`src/nph_pkg.sv`:
```
package nph_pkg;

  // ----------------------------------------
  // Register map (byte addresses)
  // ----------------------------------------
  localparam logic [7:0] ADR_CTRL = 8'h00;
  localparam logic [7:0] ADR_FEAT = 8'h04;
  localparam logic [7:0] ADR_BUFLEN = 8'h08;
  localparam logic [7:0] ADR_STAT = 8'h0C;
  localparam logic [7:0] ADR_RXCNT = 8'h10;
  localparam logic [7:0] ADR_DROPCNT = 8'h14;
  localparam logic [7:0] ADR_TXCNT = 8'h18;

  localparam logic CTRL_EN_RST = 1'h0;
  localparam logic [11:0] FEAT_RST = 12'h000;
  localparam logic [16:0] BUFLEN_RST = 17'h005F6;

  // ----------------------------------------
  // Feature bit positions in the feature register
  // ----------------------------------------
  localparam int F_HCSUM = 0;
  localparam int F_GCSUM = 1;
  localparam int F_HTSO4 = 2;
  localparam int F_HTSO6 = 3;
  localparam int F_HUFO = 4;
  localparam int F_HECN = 5;
  localparam int F_GTSO4 = 6;
  localparam int F_GTSO6 = 7;
  localparam int F_GUFO = 8;
  localparam int F_GECN = 9;
  localparam int F_MRG = 10;
  localparam int F_RSC = 11;

  // ----------------------------------------
  // Header encodings and sizes
  // ----------------------------------------
  localparam int FLG_NEEDS_CSUM = 0;
  localparam int FLG_DATA_VALID = 1;
  localparam int FLG_RSC_INFO = 2;
  localparam int GSO_ECN_BIT = 7;
  localparam logic [6:0] GSO_NONE = 7'h00;
  localparam logic [6:0] GSO_TCPV4 = 7'h01;
  localparam logic [6:0] GSO_UDP = 7'h03;
  localparam logic [6:0] GSO_TCPV6 = 7'h04;
  localparam logic [16:0] HDR_BYTES = 17'h0000C;
  localparam logic [16:0] MAX_PKT_SEG = 17'h1000E;
  localparam logic [16:0] MAX_PKT_STD = 17'h005EA;

  typedef enum logic [1:0] {RX_IDLE, RX_SPLIT} nph_rx_e;
  typedef enum logic [1:0] {SP_IDLE, SP_COUNT, SP_EMIT} nph_split_e;

  // Segmentation type is legal only with its matching feature
  function automatic logic gso_allowed(input logic [6:0] t, input logic tso4,
                                       input logic tso6, input logic ufo);
    gso_allowed = (t == GSO_NONE) | ((t == GSO_TCPV4) & tso4) |
                  ((t == GSO_TCPV6) & tso6) | ((t == GSO_UDP) & ufo);
  endfunction

  // Byte-lane merge for register writes
  function automatic logic [31:0] wb_merge(input logic [31:0] old,
                                           input logic [31:0] dat,
                                           input logic [3:0] sel);
    for (int i = 0; i < 4; i++) begin
      wb_merge[8*i +: 8] = sel[i] ? dat[8*i +: 8] : old[8*i +: 8];
    end
  endfunction

endpackage

```
`src/nph_tx_decode.sv`:
```
`timescale 1ns/100ps
module nph_tx_decode (
  // Clock and reset
  input wire logic clk_i,
  input wire logic rst_i,
  // Latched features
  input wire logic [11:0] feat_i,
  // Transmit header in
  input wire logic valid_i,
  input wire logic [7:0] flags_i,
  input wire logic [7:0] gso_i,
  input wire logic [15:0] hdr_len_i,
  input wire logic [15:0] gso_size_i,
  input wire logic [15:0] csum_start_i,
  input wire logic [15:0] csum_off_i,
  // Decoded header out
  output logic valid_o,
  output logic csum_ins_o,
  output logic [15:0] csum_start_o,
  output logic [15:0] csum_off_o,
  output logic csum_check_o,
  output logic [7:0] seg_type_o,
  output logic [15:0] seg_size_o,
  output logic [15:0] hdr_hint_o,
  output logic bad_o
);
  import nph_pkg::*;

  // ----------------------------------------
  // Decode
  // ----------------------------------------
  wire need = flags_i[FLG_NEEDS_CSUM] & feat_i[F_HCSUM];
  wire host_seg = feat_i[F_HTSO4] | feat_i[F_HTSO6] | feat_i[F_HUFO];
  wire seg_ok = gso_allowed(gso_i[6:0], feat_i[F_HTSO4], feat_i[F_HTSO6],
                            feat_i[F_HUFO]);
  wire seg = (gso_i[6:0] != GSO_NONE) & seg_ok;

  always_ff @(posedge clk_i) begin
    if (rst_i) begin
      valid_o <= 1'b0;
      csum_ins_o <= 1'b0;
      csum_start_o <= 16'h0000;
      csum_off_o <= 16'h0000;
      csum_check_o <= 1'b0;
      seg_type_o <= 8'h00;
      seg_size_o <= 16'h0000;
      hdr_hint_o <= 16'h0000;
      bad_o <= 1'b0;
    end else begin
      valid_o <= valid_i;
      if (valid_i) begin
        csum_ins_o <= need;
        csum_start_o <= need ? csum_start_i : 16'h0000;
        csum_off_o <= need ? csum_off_i : 16'h0000;
        csum_check_o <= ~need;
        seg_type_o <= seg ? {gso_i[7] & feat_i[F_HECN], gso_i[6:0]} : 8'h00;
        seg_size_o <= seg ? gso_size_i : 16'h0000;
        hdr_hint_o <= host_seg ? hdr_len_i : 16'h0000;
        bad_o <= ~seg_ok;
      end
    end
  end
endmodule

```
`src/nph_rx_split.sv`:
```
`timescale 1ns/100ps
module nph_rx_split #(
  parameter int LW = 17
) (
  // Clock and reset
  input wire logic clk_i,
  input wire logic rst_i,
  // Job
  input wire logic start_i,
  input wire logic merge_i,
  input wire logic [LW-1:0] total_i,
  input wire logic [LW-1:0] buf_len_i,
  // Per-buffer output
  output logic busy_o,
  output logic buf_valid_o,
  output logic [LW-1:0] buf_len_o,
  output logic buf_first_o,
  output logic buf_last_o,
  output logic [15:0] count_o,
  output logic done_o
);
  import nph_pkg::*;

  nph_split_e st_q;
  logic [LW-1:0] rem_q;
  logic [LW-1:0] tot_q;
  logic [LW-1:0] blen_q;
  logic [15:0] idx_q;

  // ----------------------------------------
  // Count buffers first so the header carries the count, then emit
  // ----------------------------------------
  wire fits = rem_q <= blen_q;
  wire [LW-1:0] take = fits ? rem_q : blen_q;

  assign busy_o = st_q != SP_IDLE;

  always_ff @(posedge clk_i) begin
    if (rst_i) begin
      st_q <= SP_IDLE;
      rem_q <= '0;
      tot_q <= '0;
      blen_q <= '0;
      idx_q <= 16'h0000;
      count_o <= 16'h0000;
      buf_valid_o <= 1'b0;
      buf_len_o <= '0;
      buf_first_o <= 1'b0;
      buf_last_o <= 1'b0;
      done_o <= 1'b0;
    end else begin
      buf_valid_o <= 1'b0;
      done_o <= 1'b0;
      case (st_q)
        SP_IDLE: if (start_i) begin
          tot_q <= total_i;
          rem_q <= total_i;
          blen_q <= merge_i ? buf_len_i : total_i;
          count_o <= 16'h0000;
          st_q <= SP_COUNT;
        end
        SP_COUNT: begin
          count_o <= count_o + 16'h0001;
          rem_q <= fits ? tot_q : rem_q - blen_q;
          idx_q <= 16'h0000;
          if (fits) st_q <= SP_EMIT;
        end
        SP_EMIT: begin
          buf_valid_o <= 1'b1;
          buf_len_o <= take;
          buf_first_o <= idx_q == 16'h0000;
          buf_last_o <= fits;
          idx_q <= idx_q + 16'h0001;
          rem_q <= rem_q - take;
          if (fits) begin
            done_o <= 1'b1;
            st_q <= SP_IDLE;
          end
        end
        default: st_q <= SP_IDLE;
      endcase
    end
  end
endmodule

```
`src/nph_offload.sv`:
```
// The implementer's own choices: the Wishbone slave port and the placing of the registers.
`timescale 1ns/100ps
module nph_offload #(
  parameter int LW = 17
) (
  // Clock and reset
  input wire logic clk_i,
  input wire logic rst_i,
  // Wishbone slave
  input wire logic wb_cyc_i,
  input wire logic wb_stb_i,
  input wire logic wb_we_i,
  input wire logic [7:0] wb_adr_i,
  input wire logic [3:0] wb_sel_i,
  input wire logic [31:0] wb_dat_i,
  output logic [31:0] wb_dat_o,
  output logic wb_ack_o,
  // Transmit header in
  input wire logic tx_hdr_valid_i,
  input wire logic [7:0] tx_flags_i,
  input wire logic [7:0] tx_gso_type_i,
  input wire logic [15:0] tx_hdr_len_i,
  input wire logic [15:0] tx_gso_size_i,
  input wire logic [15:0] tx_csum_start_i,
  input wire logic [15:0] tx_csum_off_i,
  output logic tx_hdr_ready_o,
  // Transmit decode out
  output logic tx_valid_o,
  output logic tx_csum_ins_o,
  output logic [15:0] tx_csum_start_o,
  output logic [15:0] tx_csum_off_o,
  output logic tx_csum_check_o,
  output logic [7:0] tx_seg_type_o,
  output logic [15:0] tx_seg_size_o,
  output logic [15:0] tx_hdr_hint_o,
  output logic tx_bad_o,
  // Receive packet in
  input wire logic rx_pkt_valid_i,
  input wire logic [LW-1:0] rx_len_i,
  input wire logic [6:0] rx_gso_i,
  input wire logic [15:0] rx_mss_i,
  input wire logic [15:0] rx_hdr_len_i,
  input wire logic rx_ecn_ce_i,
  input wire logic rx_csum_ok_i,
  input wire logic [15:0] rx_csum_start_i,
  input wire logic [15:0] rx_csum_off_i,
  input wire logic [15:0] rx_coal_cnt_i,
  input wire logic [15:0] rx_dupack_i,
  output logic rx_pkt_ready_o,
  // Receive header out
  output logic [7:0] rx_hdr_flags_o,
  output logic [7:0] rx_hdr_gso_type_o,
  output logic [15:0] rx_hdr_len_o,
  output logic [15:0] rx_hdr_gso_size_o,
  output logic [15:0] rx_hdr_csum_start_o,
  output logic [15:0] rx_hdr_csum_off_o,
  output logic [15:0] rx_hdr_num_bufs_o,
  output logic rx_pseudo_o,
  output logic rx_fill_csum_o,
  // Receive buffers out
  output logic rx_buf_valid_o,
  output logic [LW-1:0] rx_buf_len_o,
  output logic rx_buf_first_o,
  output logic rx_buf_last_o,
  output logic rx_commit_o,
  output logic rx_drop_o
);
  import nph_pkg::*;

  // ----------------------------------------
  // Registers
  // ----------------------------------------
  logic en_q;
  logic [11:0] feat_q;
  logic [16:0] buflen_q;
  logic [15:0] rxcnt_q;
  logic [15:0] dropcnt_q;
  logic [15:0] txcnt_q;
  nph_rx_e st_q;

  wire wb_req = wb_cyc_i & wb_stb_i & ~wb_ack_o;
  wire wb_wr = wb_req & wb_we_i;
  wire wr_ctrl = wb_wr & (wb_adr_i == ADR_CTRL);
  wire wr_feat = wb_wr & (wb_adr_i == ADR_FEAT) & ~en_q;
  wire wr_buflen = wb_wr & (wb_adr_i == ADR_BUFLEN) & ~en_q;
  wire [31:0] ctrl_m = wb_merge({31'h00000000, en_q}, wb_dat_i, wb_sel_i);
  wire [31:0] feat_m = wb_merge({20'h00000, feat_q}, wb_dat_i, wb_sel_i);
  wire [31:0] blen_m = wb_merge({15'h0000, buflen_q}, wb_dat_i, wb_sel_i);

  wire [31:0] rd_data =
    (wb_adr_i == ADR_CTRL) ? {31'h00000000, en_q} :
    (wb_adr_i == ADR_FEAT) ? {20'h00000, feat_q} :
    (wb_adr_i == ADR_BUFLEN) ? {15'h0000, buflen_q} :
    (wb_adr_i == ADR_STAT) ? {30'h00000000, st_q != RX_IDLE, en_q} :
    (wb_adr_i == ADR_RXCNT) ? {16'h0000, rxcnt_q} :
    (wb_adr_i == ADR_DROPCNT) ? {16'h0000, dropcnt_q} :
    (wb_adr_i == ADR_TXCNT) ? {16'h0000, txcnt_q} : 32'h00000000;

  always_ff @(posedge clk_i) begin
    if (rst_i) begin
      wb_ack_o <= 1'b0;
      wb_dat_o <= 32'h00000000;
      en_q <= CTRL_EN_RST;
      feat_q <= FEAT_RST;
      buflen_q <= BUFLEN_RST;
    end else begin
      wb_ack_o <= wb_req;
      wb_dat_o <= wb_req & ~wb_we_i ? rd_data : 32'h00000000;
      if (wr_ctrl) en_q <= ctrl_m[0];
      if (wr_feat) feat_q <= feat_m[11:0];
      if (wr_buflen) buflen_q <= blen_m[16:0];
    end
  end

  // ----------------------------------------
  // Transmit header decode
  // ----------------------------------------
  assign tx_hdr_ready_o = en_q;

  nph_tx_decode u_tx (
    .clk_i(clk_i),
    .rst_i(rst_i),
    .feat_i(feat_q),
    .valid_i(tx_hdr_valid_i & en_q),
    .flags_i(tx_flags_i),
    .gso_i(tx_gso_type_i),
    .hdr_len_i(tx_hdr_len_i),
    .gso_size_i(tx_gso_size_i),
    .csum_start_i(tx_csum_start_i),
    .csum_off_i(tx_csum_off_i),
    .valid_o(tx_valid_o),
    .csum_ins_o(tx_csum_ins_o),
    .csum_start_o(tx_csum_start_o),
    .csum_off_o(tx_csum_off_o),
    .csum_check_o(tx_csum_check_o),
    .seg_type_o(tx_seg_type_o),
    .seg_size_o(tx_seg_size_o),
    .hdr_hint_o(tx_hdr_hint_o),
    .bad_o(tx_bad_o)
  );

  // ----------------------------------------
  // Receive header composition
  // ----------------------------------------
  wire f_gcsum = feat_q[F_GCSUM];
  wire f_mrg = feat_q[F_MRG];
  wire f_rsc = feat_q[F_RSC];
  wire g_seg = feat_q[F_GTSO4] | feat_q[F_GTSO6] | feat_q[F_GUFO];
  wire seg_req = rx_gso_i != GSO_NONE;
  wire seg_ok = gso_allowed(rx_gso_i, feat_q[F_GTSO4], feat_q[F_GTSO6],
                            feat_q[F_GUFO]) & f_gcsum & rx_csum_ok_i;
  wire ecn_blk = seg_req & rx_ecn_ce_i & ~feat_q[F_GECN];
  wire [LW-1:0] max_len = g_seg ? LW'(MAX_PKT_SEG) : LW'(MAX_PKT_STD);
  wire [LW-1:0] total = rx_len_i + LW'(HDR_BYTES);
  wire no_fit = f_mrg ? (buflen_q < HDR_BYTES) : (total > buflen_q);
  wire drop = (rx_len_i > max_len) | (seg_req & ~seg_ok) | ecn_blk | no_fit;
  wire need = seg_req & seg_ok;
  wire rsc = need & f_rsc;
  wire dvalid = f_gcsum & rx_csum_ok_i & ~need;
  wire [7:0] flags = {5'h00, rsc, dvalid, need};
  wire [7:0] gso = need ? {rx_ecn_ce_i, rx_gso_i} : {1'h0, GSO_NONE};
  wire accept = rx_pkt_valid_i & rx_pkt_ready_o;
  wire sp_done;
  wire [15:0] sp_count;

  assign rx_pkt_ready_o = en_q & (st_q == RX_IDLE);
  assign rx_commit_o = sp_done;
  assign rx_hdr_num_bufs_o = sp_count;

  always_ff @(posedge clk_i) begin
    if (rst_i) begin
      st_q <= RX_IDLE;
      rx_hdr_flags_o <= 8'h00;
      rx_hdr_gso_type_o <= 8'h00;
      rx_hdr_len_o <= 16'h0000;
      rx_hdr_gso_size_o <= 16'h0000;
      rx_hdr_csum_start_o <= 16'h0000;
      rx_hdr_csum_off_o <= 16'h0000;
      rx_pseudo_o <= 1'b0;
      rx_fill_csum_o <= 1'b0;
      rx_drop_o <= 1'b0;
    end else begin
      rx_drop_o <= accept & drop;
      case (st_q)
        RX_IDLE: if (accept & ~drop) begin
          st_q <= RX_SPLIT;
          rx_hdr_flags_o <= flags;
          rx_hdr_gso_type_o <= gso;
          rx_hdr_gso_size_o <= need ? rx_mss_i : 16'h0000;
          rx_hdr_len_o <= g_seg ? rx_hdr_len_i : 16'h0000;
          rx_hdr_csum_start_o <= rsc ? rx_coal_cnt_i :
                                 need ? rx_csum_start_i : 16'h0000;
          rx_hdr_csum_off_o <= rsc ? rx_dupack_i :
                               need ? rx_csum_off_i : 16'h0000;
          rx_pseudo_o <= need & ~rsc;
          rx_fill_csum_o <= ~need;
        end
        RX_SPLIT: if (sp_done) st_q <= RX_IDLE;
        default: st_q <= RX_IDLE;
      endcase
    end
  end

  // ----------------------------------------
  // Buffer split and merge count
  // ----------------------------------------
  nph_rx_split #(.LW(LW)) u_split (
    .clk_i(clk_i),
    .rst_i(rst_i),
    .start_i(accept & ~drop),
    .merge_i(f_mrg),
    .total_i(total),
    .buf_len_i(buflen_q),
    .busy_o(),
    .buf_valid_o(rx_buf_valid_o),
    .buf_len_o(rx_buf_len_o),
    .buf_first_o(rx_buf_first_o),
    .buf_last_o(rx_buf_last_o),
    .count_o(sp_count),
    .done_o(sp_done)
  );

  // ----------------------------------------
  // Counters
  // ----------------------------------------
  always_ff @(posedge clk_i) begin
    if (rst_i) begin
      rxcnt_q <= 16'h0000;
      dropcnt_q <= 16'h0000;
      txcnt_q <= 16'h0000;
    end else begin
      if (sp_done) rxcnt_q <= rxcnt_q + 16'h0001;
      if (rx_drop_o) dropcnt_q <= dropcnt_q + 16'h0001;
      if (tx_valid_o) txcnt_q <= txcnt_q + 16'h0001;
    end
  end
endmodule

```
`config.mk`:
```
export PLATFORM = sky130hd
export DESIGN_NAME = nph_offload
export DESIGN_NICKNAME = d
export VERILOG_FILES = /design/src/nph_pkg.sv /design/src/nph_tx_decode.sv /design/src/nph_rx_split.sv /design/src/nph_offload.sv
export SDC_FILE = /design/constraint.sdc
export NUM_CORES = 1
export LEC_CHECK = 0
export BUFFER_PORTS_ARGS = -buffer_cell sky130_fd_sc_hd__buf_2
export CELL_PAD_IN_SITES_DETAIL_PLACEMENT = 1
export CELL_PAD_IN_SITES_GLOBAL_PLACEMENT = 2
export CORE_ASPECT_RATIO = 0.6
export CORE_MARGIN = 2
export CORE_UTILIZATION = 33
export CTS_CLUSTER_DIAMETER = 200
export DETAILED_ROUTE_END_ITERATION = 6
export GPL_TIMING_DRIVEN = 0
export HOLD_SLACK_MARGIN = 0.1
export PLACE_DENSITY = 0.85
export SYNTH_ARGS = -nofsm -noshare
export SYNTH_HDL_FRONTEND = slang
export SYNTH_HIERARCHICAL = 1
export SYNTH_SLANG_ARGS = --single-unit
```
`constraint.sdc`:
```
create_clock -name clk_i -period 10.5 [get_ports clk_i]
set_clock_uncertainty 0.05 [all_clocks]
set_input_delay 0 -clock clk_i [delete_from_list [all_inputs] [get_ports clk_i]]
set_output_delay 0 -clock clk_i [all_outputs]
set_load 0.05 [all_outputs]
```
=== Word level (Yosys, flattened, before mapping) ===
Index checks and enable logic that the tools add are counted.

* Output and inout port bits: 231
* Register bits: 373
* Input port bits: 253

* Magnitude comparators: 4
* Reductions and logical operators: 29
* Multiplexer cells: 37
* Eq/ne operators: 20
* Bitwise logic cells: 58
* Add/sub/neg operators: 8

{| class="wikitable"
|+ Operators by type and width
! cell !! number
|-
| 2-to-1 mux 16 bit || 15
|-
| 2-to-1 mux 17 bit || 6
|-
| adder 16 x 1 -> 16 bit (second input constant) || 5
|-
| case mux 16 bit (2 select lines) || 2
|-
| case mux 17 bit (3 select lines) || 1
|-
| > comparator 17 bit || 2
|-
| subtractor 17 bit || 2
|-
| bitwise AND 1 bit || 33
|-
| == test 8 x 5 -> 1 bit (second input constant) || 3
|-
| AND reduction 2 bit || 11
|-
| adder 17 x 4 -> 17 bit (second input constant) || 1
|-
| <= comparator 17 bit || 1
|-
| < comparator 17 x 4 -> 1 bit (second input constant) || 1
|-
| == test 8 x 4 -> 1 bit (second input constant) || 2
|-
| logical NOT 16 bit || 1
|-
| 2-to-1 mux 8 bit || 2
|-
| == test 7 x 1 -> 1 bit (second input constant) || 2
|-
| == test 7 x 2 -> 1 bit (second input constant) || 2
|-
| == test 7 x 3 -> 1 bit (second input constant) || 2
|-
| logical NOT 7 bit || 2
|-
| nonzero test 7 bit || 2
|-
| bitwise OR 1 bit || 13
|-
| 2-to-1 mux 12 bit || 1
|-
| NOT 1 bit || 12
|-
| 17 further kinds || 32
|}

=== Longest topological paths before layout ===
Gate-level depths: netlist of the first run.

* Word-level depth: 16
* Mapped depth: 23

=== Modules after synthesis ===
The synthesis of the first run kept the hierarchy.

{| class="wikitable"
|+ Modules (own cells, without submodules)
! module !! area an instance (µm²) !! times used !! cells an instance !! seq. area each (µm²)
|-
| nph_offload || 9014.9 || 1 || 1035 || 3503.4
|-
| nph_rx_split || 6592.6 || 1 || 848 || 2122.0
|-
| nph_tx_decode || 2544.9 || 1 || 224 || 1521.5
|}

=== Least setup slack after synthesis of the first run ===
No wires, ideal clock.

* Path kind: flip-flop to flip-flop
* Start point: reg u_split.blen_q[4]
* End point: reg u_split.rem_q[16]
* Cell stages (with the launch flop): 24
* Setup slack: 5.985 ns
* Clock period less this slack: 4.515 ns
* Buffers on the path: 5
* Data arrival time: 4.340 ns
* Data required time: 10.325 ns
* Path through: dfxtp_1 > clkbuf_1 > inv_1 > ha_1 > and3_1 > o21ai_0 > nand2_1 > a211o_1 > buf_6 > nand2_1 > buf_2 > buf_2 > buf_2 > mux2i_1 > ha_1 > a21oi_1 > nor2_1 > or2_2 > a21o_1 > a211oi_1 > o221ai_1 > xnor2_1 > a211oi_1 > a21oi_1

* Longest elaborated chain between the ends: 4
* Elaborated cells on any way between the ends: 6

{| class="wikitable"
|+ Ends and longest elaborated chain
! what !! line !! RTL
|-
| start: declaration || nph_rx_split.sv:27 || <nowiki>logic [LW-1:0] blen_q;</nowiki>
|-
| start signal: assignment || nph_rx_split.sv:58 || <nowiki>blen_q <= merge_i ? buf_len_i : total_i;</nowiki>
|-
| <= comparator 17 bit || nph_rx_split.sv:33 || <nowiki>wire fits = rem_q <= blen_q;</nowiki>
|-
| 2-to-1 mux 17 bit || nph_rx_split.sv:34 || <nowiki>wire [LW-1:0] take = fits ? rem_q : blen_q;</nowiki>
|-
| subtractor 17 bit || nph_rx_split.sv:74 || <nowiki>rem_q <= rem_q - take;</nowiki>
|-
| case mux 17 bit (3 select lines) (*) || nph_rx_split.sv:54 || <nowiki>case (st_q)</nowiki>
|-
| end signal: assignment || nph_rx_split.sv:57 || <nowiki>rem_q <= total_i;</nowiki>
|-
| end signal: assignment || nph_rx_split.sv:64 || <nowiki>rem_q <= fits ? tot_q : rem_q - blen_q;</nowiki>
|-
| end signal: assignment || nph_rx_split.sv:74 ||
|-
| end: declaration || nph_rx_split.sv:25 || <nowiki>logic [LW-1:0] rem_q;</nowiki>
|}

Every way passes the cells marked *; elsewhere a longest branch is shown, timed or not.
A chain may end at the register's enable or synchronous reset.

=== Worst setup path in the final report of the first run ===
* Start point: reg u_split.blen_q[13]
* End point: reg u_split.rem_q[15]

Same word-level chain as after synthesis.

==> flow_summary.ini, run 1 <==
[run_status]
outcome = completed

[synth]
synth_top_family_by_area = simple AND/OR/NAND/NOR gates
synthMuxAreaShare_pct = 9.133
synth_cells = 2107
synthTopCellsByCount = 357 x dfxtp_1, 278 x nand2_1, 173 x nor2_1, 124 x mux2i_1, 119 x a21oi_1
synth_ff_type = dfxtp_1
yosysTopAreaCellShare_pct = 39.37
yosysUniqueCellTypes = 83
ys_seq_area_share_pct = 39.37
avgSynthCellArea_um2 = 8.615
synth_adder_area_share_pct = 4.487
synth_simple_gate_area_share_pct = 21.64
yosysMostFrequentCell = dfxtp_1
ys_top_cells_by_area = dfxtp_1 39%, mux2i_1 6.8%, nand2_1 5.7%, ha_1 4.2%, nor2_1 3.6%
synth-seq-cells = 357
yosysWarnings = 6
synthArstFlopShare_pct = 0
netlist_area_um2 = 18150
synth_top_cell_by_area = dfxtp_1
synth_compound_area_share_pct = 15.56
synth_edf_count = 0
synth_xor_area_share_pct = 4.439

[setup_path]
worst-path-buf-inv = 3
start_kind = flop
critPathCaptureType = flop
cp.required_ns = 10.89
slowest_stage = nor4_1
max_stage_delay_ns = 0.93
crit_top_cell = a21oi_1
cp.arrival_ns = 7.11
crit_family = compound AO/OA/AOI/OAI gates
path_class = flop to flop
cp_max_fo = 10
crit_chain = inv_1 > ha_1 > nand4_1 > nor4_1 > nand4_2 > and2_4 > buf_6 > clkbuf_1 > a21oi_1 > ha_1 > a21oi_1 > a31oi_1 > o211ai_1 > a21oi_1 > a311oi_2 > xor2_1 > o21ai_1

[place]
placed_cells = 3279
gp_congestion = 0.9294
hpwl_mm = 60.99
place_ws_ns = 4.110
placedInstanceArea_um2 = 21310
port_buffers = 439

[timing]
fmax_ghz = 0.1489
period_minus_slack_ns = 6.716
rsz0062_at_grt = no
tightest_slew_ns = 1.130
setup_viol = 0
fin_crit_sh_pct = 63.96
fin_ws_ns = 3.784
slew_headroom_pct = 24.16
finalHoldViolCount = 0
maxSlewViolCount = 0
tns_ns = 0

[floorplanning]
start_util_pct = 33.46
io_pins = 484
die_w_um = 306.8
die_area_um2 = 56960
die_h_um = 185.7
rows = 66
core_region_area_um2 = 54250

[pwr]
power_density_nw_per_um2 = 118.3
ir_worst_vdd_uv = 86.86
power.leakage_nw = 10.48

[routing]
drc = 0
wirelength_mm = 84.80
first_pass_iters = 4
vias = 19490
drtAntennaViolNets = 0
drt_iter0_drc = 1135
wl_per_cell_um = 23.27
viasPerCell = 5.348

[clocking]
cts_tree = yes
numCtsBuffers = 39
cts_root_buffer = clkbuf_16
cts.repair.resized = 0
clock_sinks = 357
clockBufferDepth = 3
clk_pin_slew_ns = 0.06
cts.htree.levels = 2
post_cts.repair.setup_buffers = 0
clk_latency_ns = 0.56

[cells_and_area]
post-route-util_pct = 46.89
drive_gt1_share_pct = 21.04
stdcell_area_um2 = 25440
nets = 3204
area_growth_pct = 40.14
final_cells = 3645

[global_route]
grt_pass1_vias = 20700
grt_max_degree = 15
overflow = 0
grt_util_all_layers_pct = 29.15
grt_first_pass_wirelength_mm = 126.6
antenna_found_initial = 12

[min_path]
hold_path.class = input pin to flop

[job]
maxCapViolations = 0
-- worst reg2reg max path: stages, from the launching register on --
cell	delay [ns]
dfxtp_1	0.39
inv_1	0.07
ha_1	0.41
nand4_1	0.23
nor4_1	0.93
nand4_2	0.47
and2_4	0.33
buf_6	0.12
clkbuf_1	0.38
a21oi_1	0.76
ha_1	0.38
a21oi_1	0.48
a31oi_1	0.13
o211ai_1	0.52
a21oi_1	0.19
a311oi_2	0.30
xor2_1	0.36
o21ai_1	0.09
-- registers in the layout (all words and copies together), names as in the netlist, 17 cells and up --
name               count
buflen_q              17
u_split/blen_q        17
u_split/buf_len_o     17
u_split/rem_q         17
u_split/tot_q         17
wb_dat_o              17
-- final cells by class --
cell class	instances	area, um^2
sequential	357	7147
fill	6502	28820
timing repair buffer	721	5020
antenna	13	32.53
clock inverter	20	166.4
multi-input combinational	1565	10110
tap	714	893.4
clock buffer	51	1104
inverter	67	251.5
buffer	137	719.4
-- layer usage --
metal  part of all wire (%)  GRT usage [%]
met5                  0.027              0
met4                    3.8          11.84
met3                    6.3          6.217
met2                     45          46.99
met1                     45          38.01
-- cell families (layout without fill, tap and decap cells) --
logic type      count (synthesis)  in the layout
other cells                     1             33
mux                           161            161
xor+xnor                       92             92
fa+ha+maj                      64             64
flops                         357            357
compound gates                424            424
simple gates                  804            804
buf+inv                       204            996
-- worst paths after layout --
path                       from                 end  slack [ns]  cells after the start
max          u_split/blen_q[13]   u_split/rem_q[15]        3.78                     17
min             tx_hdr_len_i[9]  u_tx/hdr_hint_o[9]        0.14                      3
max reg2reg  u_split/blen_q[13]   u_split/rem_q[15]        3.78                     17
min reg2reg     u_tx/csum_ins_o     u_tx/csum_ins_o        0.41                      1
-- placed cells by master, fill, tap and decap left out, types with 24 or more instances in the layout --
master	synthesis	routed
and3_1	24	24
dlygate4sd3_1	0	282
mux2_2	37	37
or3_1	26	26
a22o_1	51	51
nand4_1	43	43
inv_1	66	66
buf_2	8	447
a21oi_1	119	119
o21ai_0	79	79
clkbuf_1	80	86
nor3_1	25	25
nand2_1	278	278
xor2_1	59	59
nand2b_1	86	86
nor2_1	173	173
nand3_1	54	54
dfxtp_1	357	357
a211oi_1	37	37
ha_1	61	61
clkbuf_16	0	41
mux2i_1	124	124
buf_4	33	33
xnor2_1	33	33
-- where the power goes --
group / switching, W / internal, W / total, W
registers: 0.000000114 / 0.00135 / 0.00135
logic: 0.000124 / 0.000119 / 0.000243
clock network: 0.000636 / 0.000777 / 0.00141
-- through the flow --
stage	power [W]	hold WS (ns)
2_1_floorplan	0.001463	0.02214
3_3_place_gp	0.001545	0.1592
3_5_place_dp	0.001549	0.1695
4_1_cts	0.003025	0.1005
5_1_grt	0.003116	0.1390
6_report	0.003009	0.1398
-- what timing repair did --
| action | in CTS | in global routing |
|---|---|---|
| endpoints found under the setup margin | 0 | 0 |
| hold buffers | 282 | 0 |
| hold endpoints to repair | 220 | 0 |
(Power assumes the default switching activity.)
==> inputs of run 2 (changes only) <==
Settings changed: ABC_AREA set to 1, CORE_UTILIZATION 33 to 29, PLACE_DENSITY 0.85 to 0.81.
Clock period 10.5 ns to 6.9 ns, I/O delays scaled along.
==> run 2 against run 1 <==
Sequential power rose by 54%. Critical endpoint is now u_split/rem_q[1]. Clock power rose by 68%. Largest cell class unchanged. Worst setup slack got worse by 3.2 ns. Synthesized cell count rose by 30%. Non-clock buffer count fell by 6. Largest power group unchanged.
==> flow_summary.ini, run 2 <==
[floorplanning]
die_w_um = 333.8
io_pins = 484
rows = 72
start_util_pct = 29.34
die_h_um = 201.9
die_area_um2 = 67380
core_region_area_um2 = 64500

[timing]
setup_viol = 0
finalHoldViolCount = 0
tightest_slew_ns = 0.9786
maxSlewViolCount = 0
rsz0062_at_grt = no
whs_ns = 0.1382
slew_headroom_pct = 34.76
period_minus_slack_ns = 6.268
fin_crit_sh_pct = 90.84
tns_ns = 0
fmax_ghz = 0.1595

[routing]
viasPerCell = 5.003
wirelength_mm = 90.45
vias = 21970
wl_per_cell_um = 20.60
drc = 0
drtAntennaViolNets = 0
first_pass_iters = 7
drt_iter0_drc = 1361

[clocking]
clock_sinks = 357
cts_tree = yes
cts.htree.levels = 2
clockBufferDepth = 3
cts_root_buffer = clkbuf_16
clk_latency_ns = 0.60
clk_pin_slew_ns = 0.07
numCtsBuffers = 41
post_cts.repair.setup_buffers = 0

[cells_and_area]
drive_gt1_share_pct = 17.90
fill_cells = 8226
nets = 3818
final_common_cell = nand2_1
stdcell_area_um2 = 26340
area_growth_pct = 39.18
final_cell_mix = 534 x nand2_1, 469 x buf_2, 386 x inv_1

[pwr]
power.leakage_nw = 12.62
power.internal_w = 0.003703
ir_worst_vdd_uv = 156.0
switchingPower_w = 0.001456
switching_share_pct = 28.23
seq_power_share_pct = 40.2
combinationalPowerShare_pct = 13.8
clkPwrFrac_pct = 45.9
power_density_nw_per_um2 = 195.9

[setup_path]
slowest_stage = clkbuf_1
cp.arrival_ns = 6.71
crit_top_cell = nor2_1
critPathCaptureType = flop
start_kind = input pin
cp_max_fo = 10
max_stage_delay_ns = 0.61
path_class = input pin to flop
cp.required_ns = 7.35

[run_status]
outcome = completed

[synth]
ys_seq_area_share_pct = 37.77
ys_top_cells_by_area = dfxtp_1 38%, nand2_1 11%, inv_1 7.7%, nor2_1 6.3%, a21oi_1 5.4%
yosysWarnings = 6
yosysMostFrequentCell = nand2_1
netlist_area_um2 = 18920
synth_top_cell_by_area = dfxtp_1
synth_ff_type = dfxtp_1
synthArstFlopShare_pct = 0
synth_cells = 2736
synth_edf_count = 0
synth-seq-cells = 357
avgSynthCellArea_um2 = 6.916
yosysUniqueCellTypes = 60
yosysTopAreaCellShare_pct = 37.77
synthTopCellsByCount = 534 x nand2_1, 386 x inv_1, 357 x dfxtp_1, 319 x nor2_1, 204 x a21oi_1

[job]
maxCapViolations = 0

[global_route]
overflow = 0
grt_util_all_layers_pct = 26.29
grt_pass1_vias = 22550
grt_max_degree = 14
antenna_found_initial = 10
grt_first_pass_wirelength_mm = 136.6

[place]
port_buffers = 439
hpwl_mm = 70.28
gp_congestion = 0.9300
placedInstanceArea_um2 = 22260

[min_path]
hold_path.class = input pin to flop
==> run 2: logic make-up after synthesis <==
kind of cell | after synthesis | share of synthesized area, %
AND/OR/NAND/NOR | 1222 | 28.42
AO/OA/AOI/OAI | 516 | 16.22
other | 1 | 0.01982
flip-flops | 357 | 37.77
buffers and inverters | 548 | 11.99
adder cells (fa/ha/maj) | 63 | 4.245
XOR/XNOR | 29 | 1.342
==> run 2: critical path, delay by kind of cell <==
| kind | cells | cell delay (ns) |
|---|---|---|
| xor gates and xnor gates | 1 | 0.32 |
| buffers and inverters | 10 | 2.77 |
| adders and majority gates | 2 | 0.44 |
| AOI/OAI and AO/OA | 3 | 0.80 |
| and+or+nand+nor | 15 | 2.35 |
==> run 2: final timing paths <==
path,startpoint,endpoint,slack (ns),cells past startpoint
setup / recovery,rx_len_i[2],u_split/rem_q[1],0.63,31
hold / removal,tx_csum_off_i[8],u_tx/csum_off_o[8],0.14,3
setup reg to reg,feat_q[8],u_split/rem_q[1],0.94,22
hold reg to reg,rx_hdr_gso_type_o[5],rx_hdr_gso_type_o[5],0.39,2
==> run 2: area by class of cell <==
| class | count | area [um^2] | share of cell area, % |
|---|---|---|---|
| timing repair buffer | 704 | 4850 | 18.41 |
| clock inverter | 18 | 235.2 | 0.8931 |
| sequential | 357 | 7147 | 27.14 |
| buffer | 148 | 768.2 | 2.917 |
| multi-input combinational | 1850 | 9587 | 36.40 |
| tap | 851 | 1065 | 4.043 |
| clock buffer | 53 | 1162 | 4.413 |
| antenna | 9 | 22.52 | 0.08551 |
| inverter | 400 | 1501 | 5.701 |
==> run 2: metrics by stage <==
| stage | setup WS (ns) | total power, W | std cells | utilization (%) |
|---|---|---|---|---|
| floorplan | 2.344 | 0.002482 | 2755 | - |
| global placement | 0.4790 | 0.002707 | 4045 | 34.51 |
| detailed placement | 0.4867 | 0.002723 | 4045 | 34.51 |
| CTS | 0.5189 | 0.005203 | 4381 | 40.78 |
| global route | 0.02515 | 0.005371 | 4388 | 40.82 |
| finish | 0.6321 | 0.005159 | 4390 | 40.83 |
==> run 2: what timing repair did <==
item | 4_1_cts | 5_1_grt
endpoints found under the hold margin | 234 | 0
hold buffers | 265 | 0
resized for setup | 0 | 5
setup endpoints to repair | 0 | 18
==> run 2: power groups by stage <==
| stage | clock (W) | combinational, W | sequential [W] |
|---|---|---|---|
| 3_3_place_gp | 0 | 0.000585 | 0.00212 |
| 5_1_grt | 0.00252 | 0.000780 | 0.00208 |
| 4_1_cts | 0.00243 | 0.000698 | 0.00208 |
| 2_1_floorplan | 0 | 0.000344 | 0.00214 |
| 3_5_place_dp | 0 | 0.000601 | 0.00212 |
| 6_report | 0.00237 | 0.000714 | 0.00208 |
==> run 2: per-layer routing <==
metal	vias to the layer above	wire length, um	global-route usage (%)
li1	10480	-	-
met4	0	2596	8.285
met2	650	39170	40.74
met3	138	5624	5.066
met1	10700	43060	36.72
met5	-	0	0
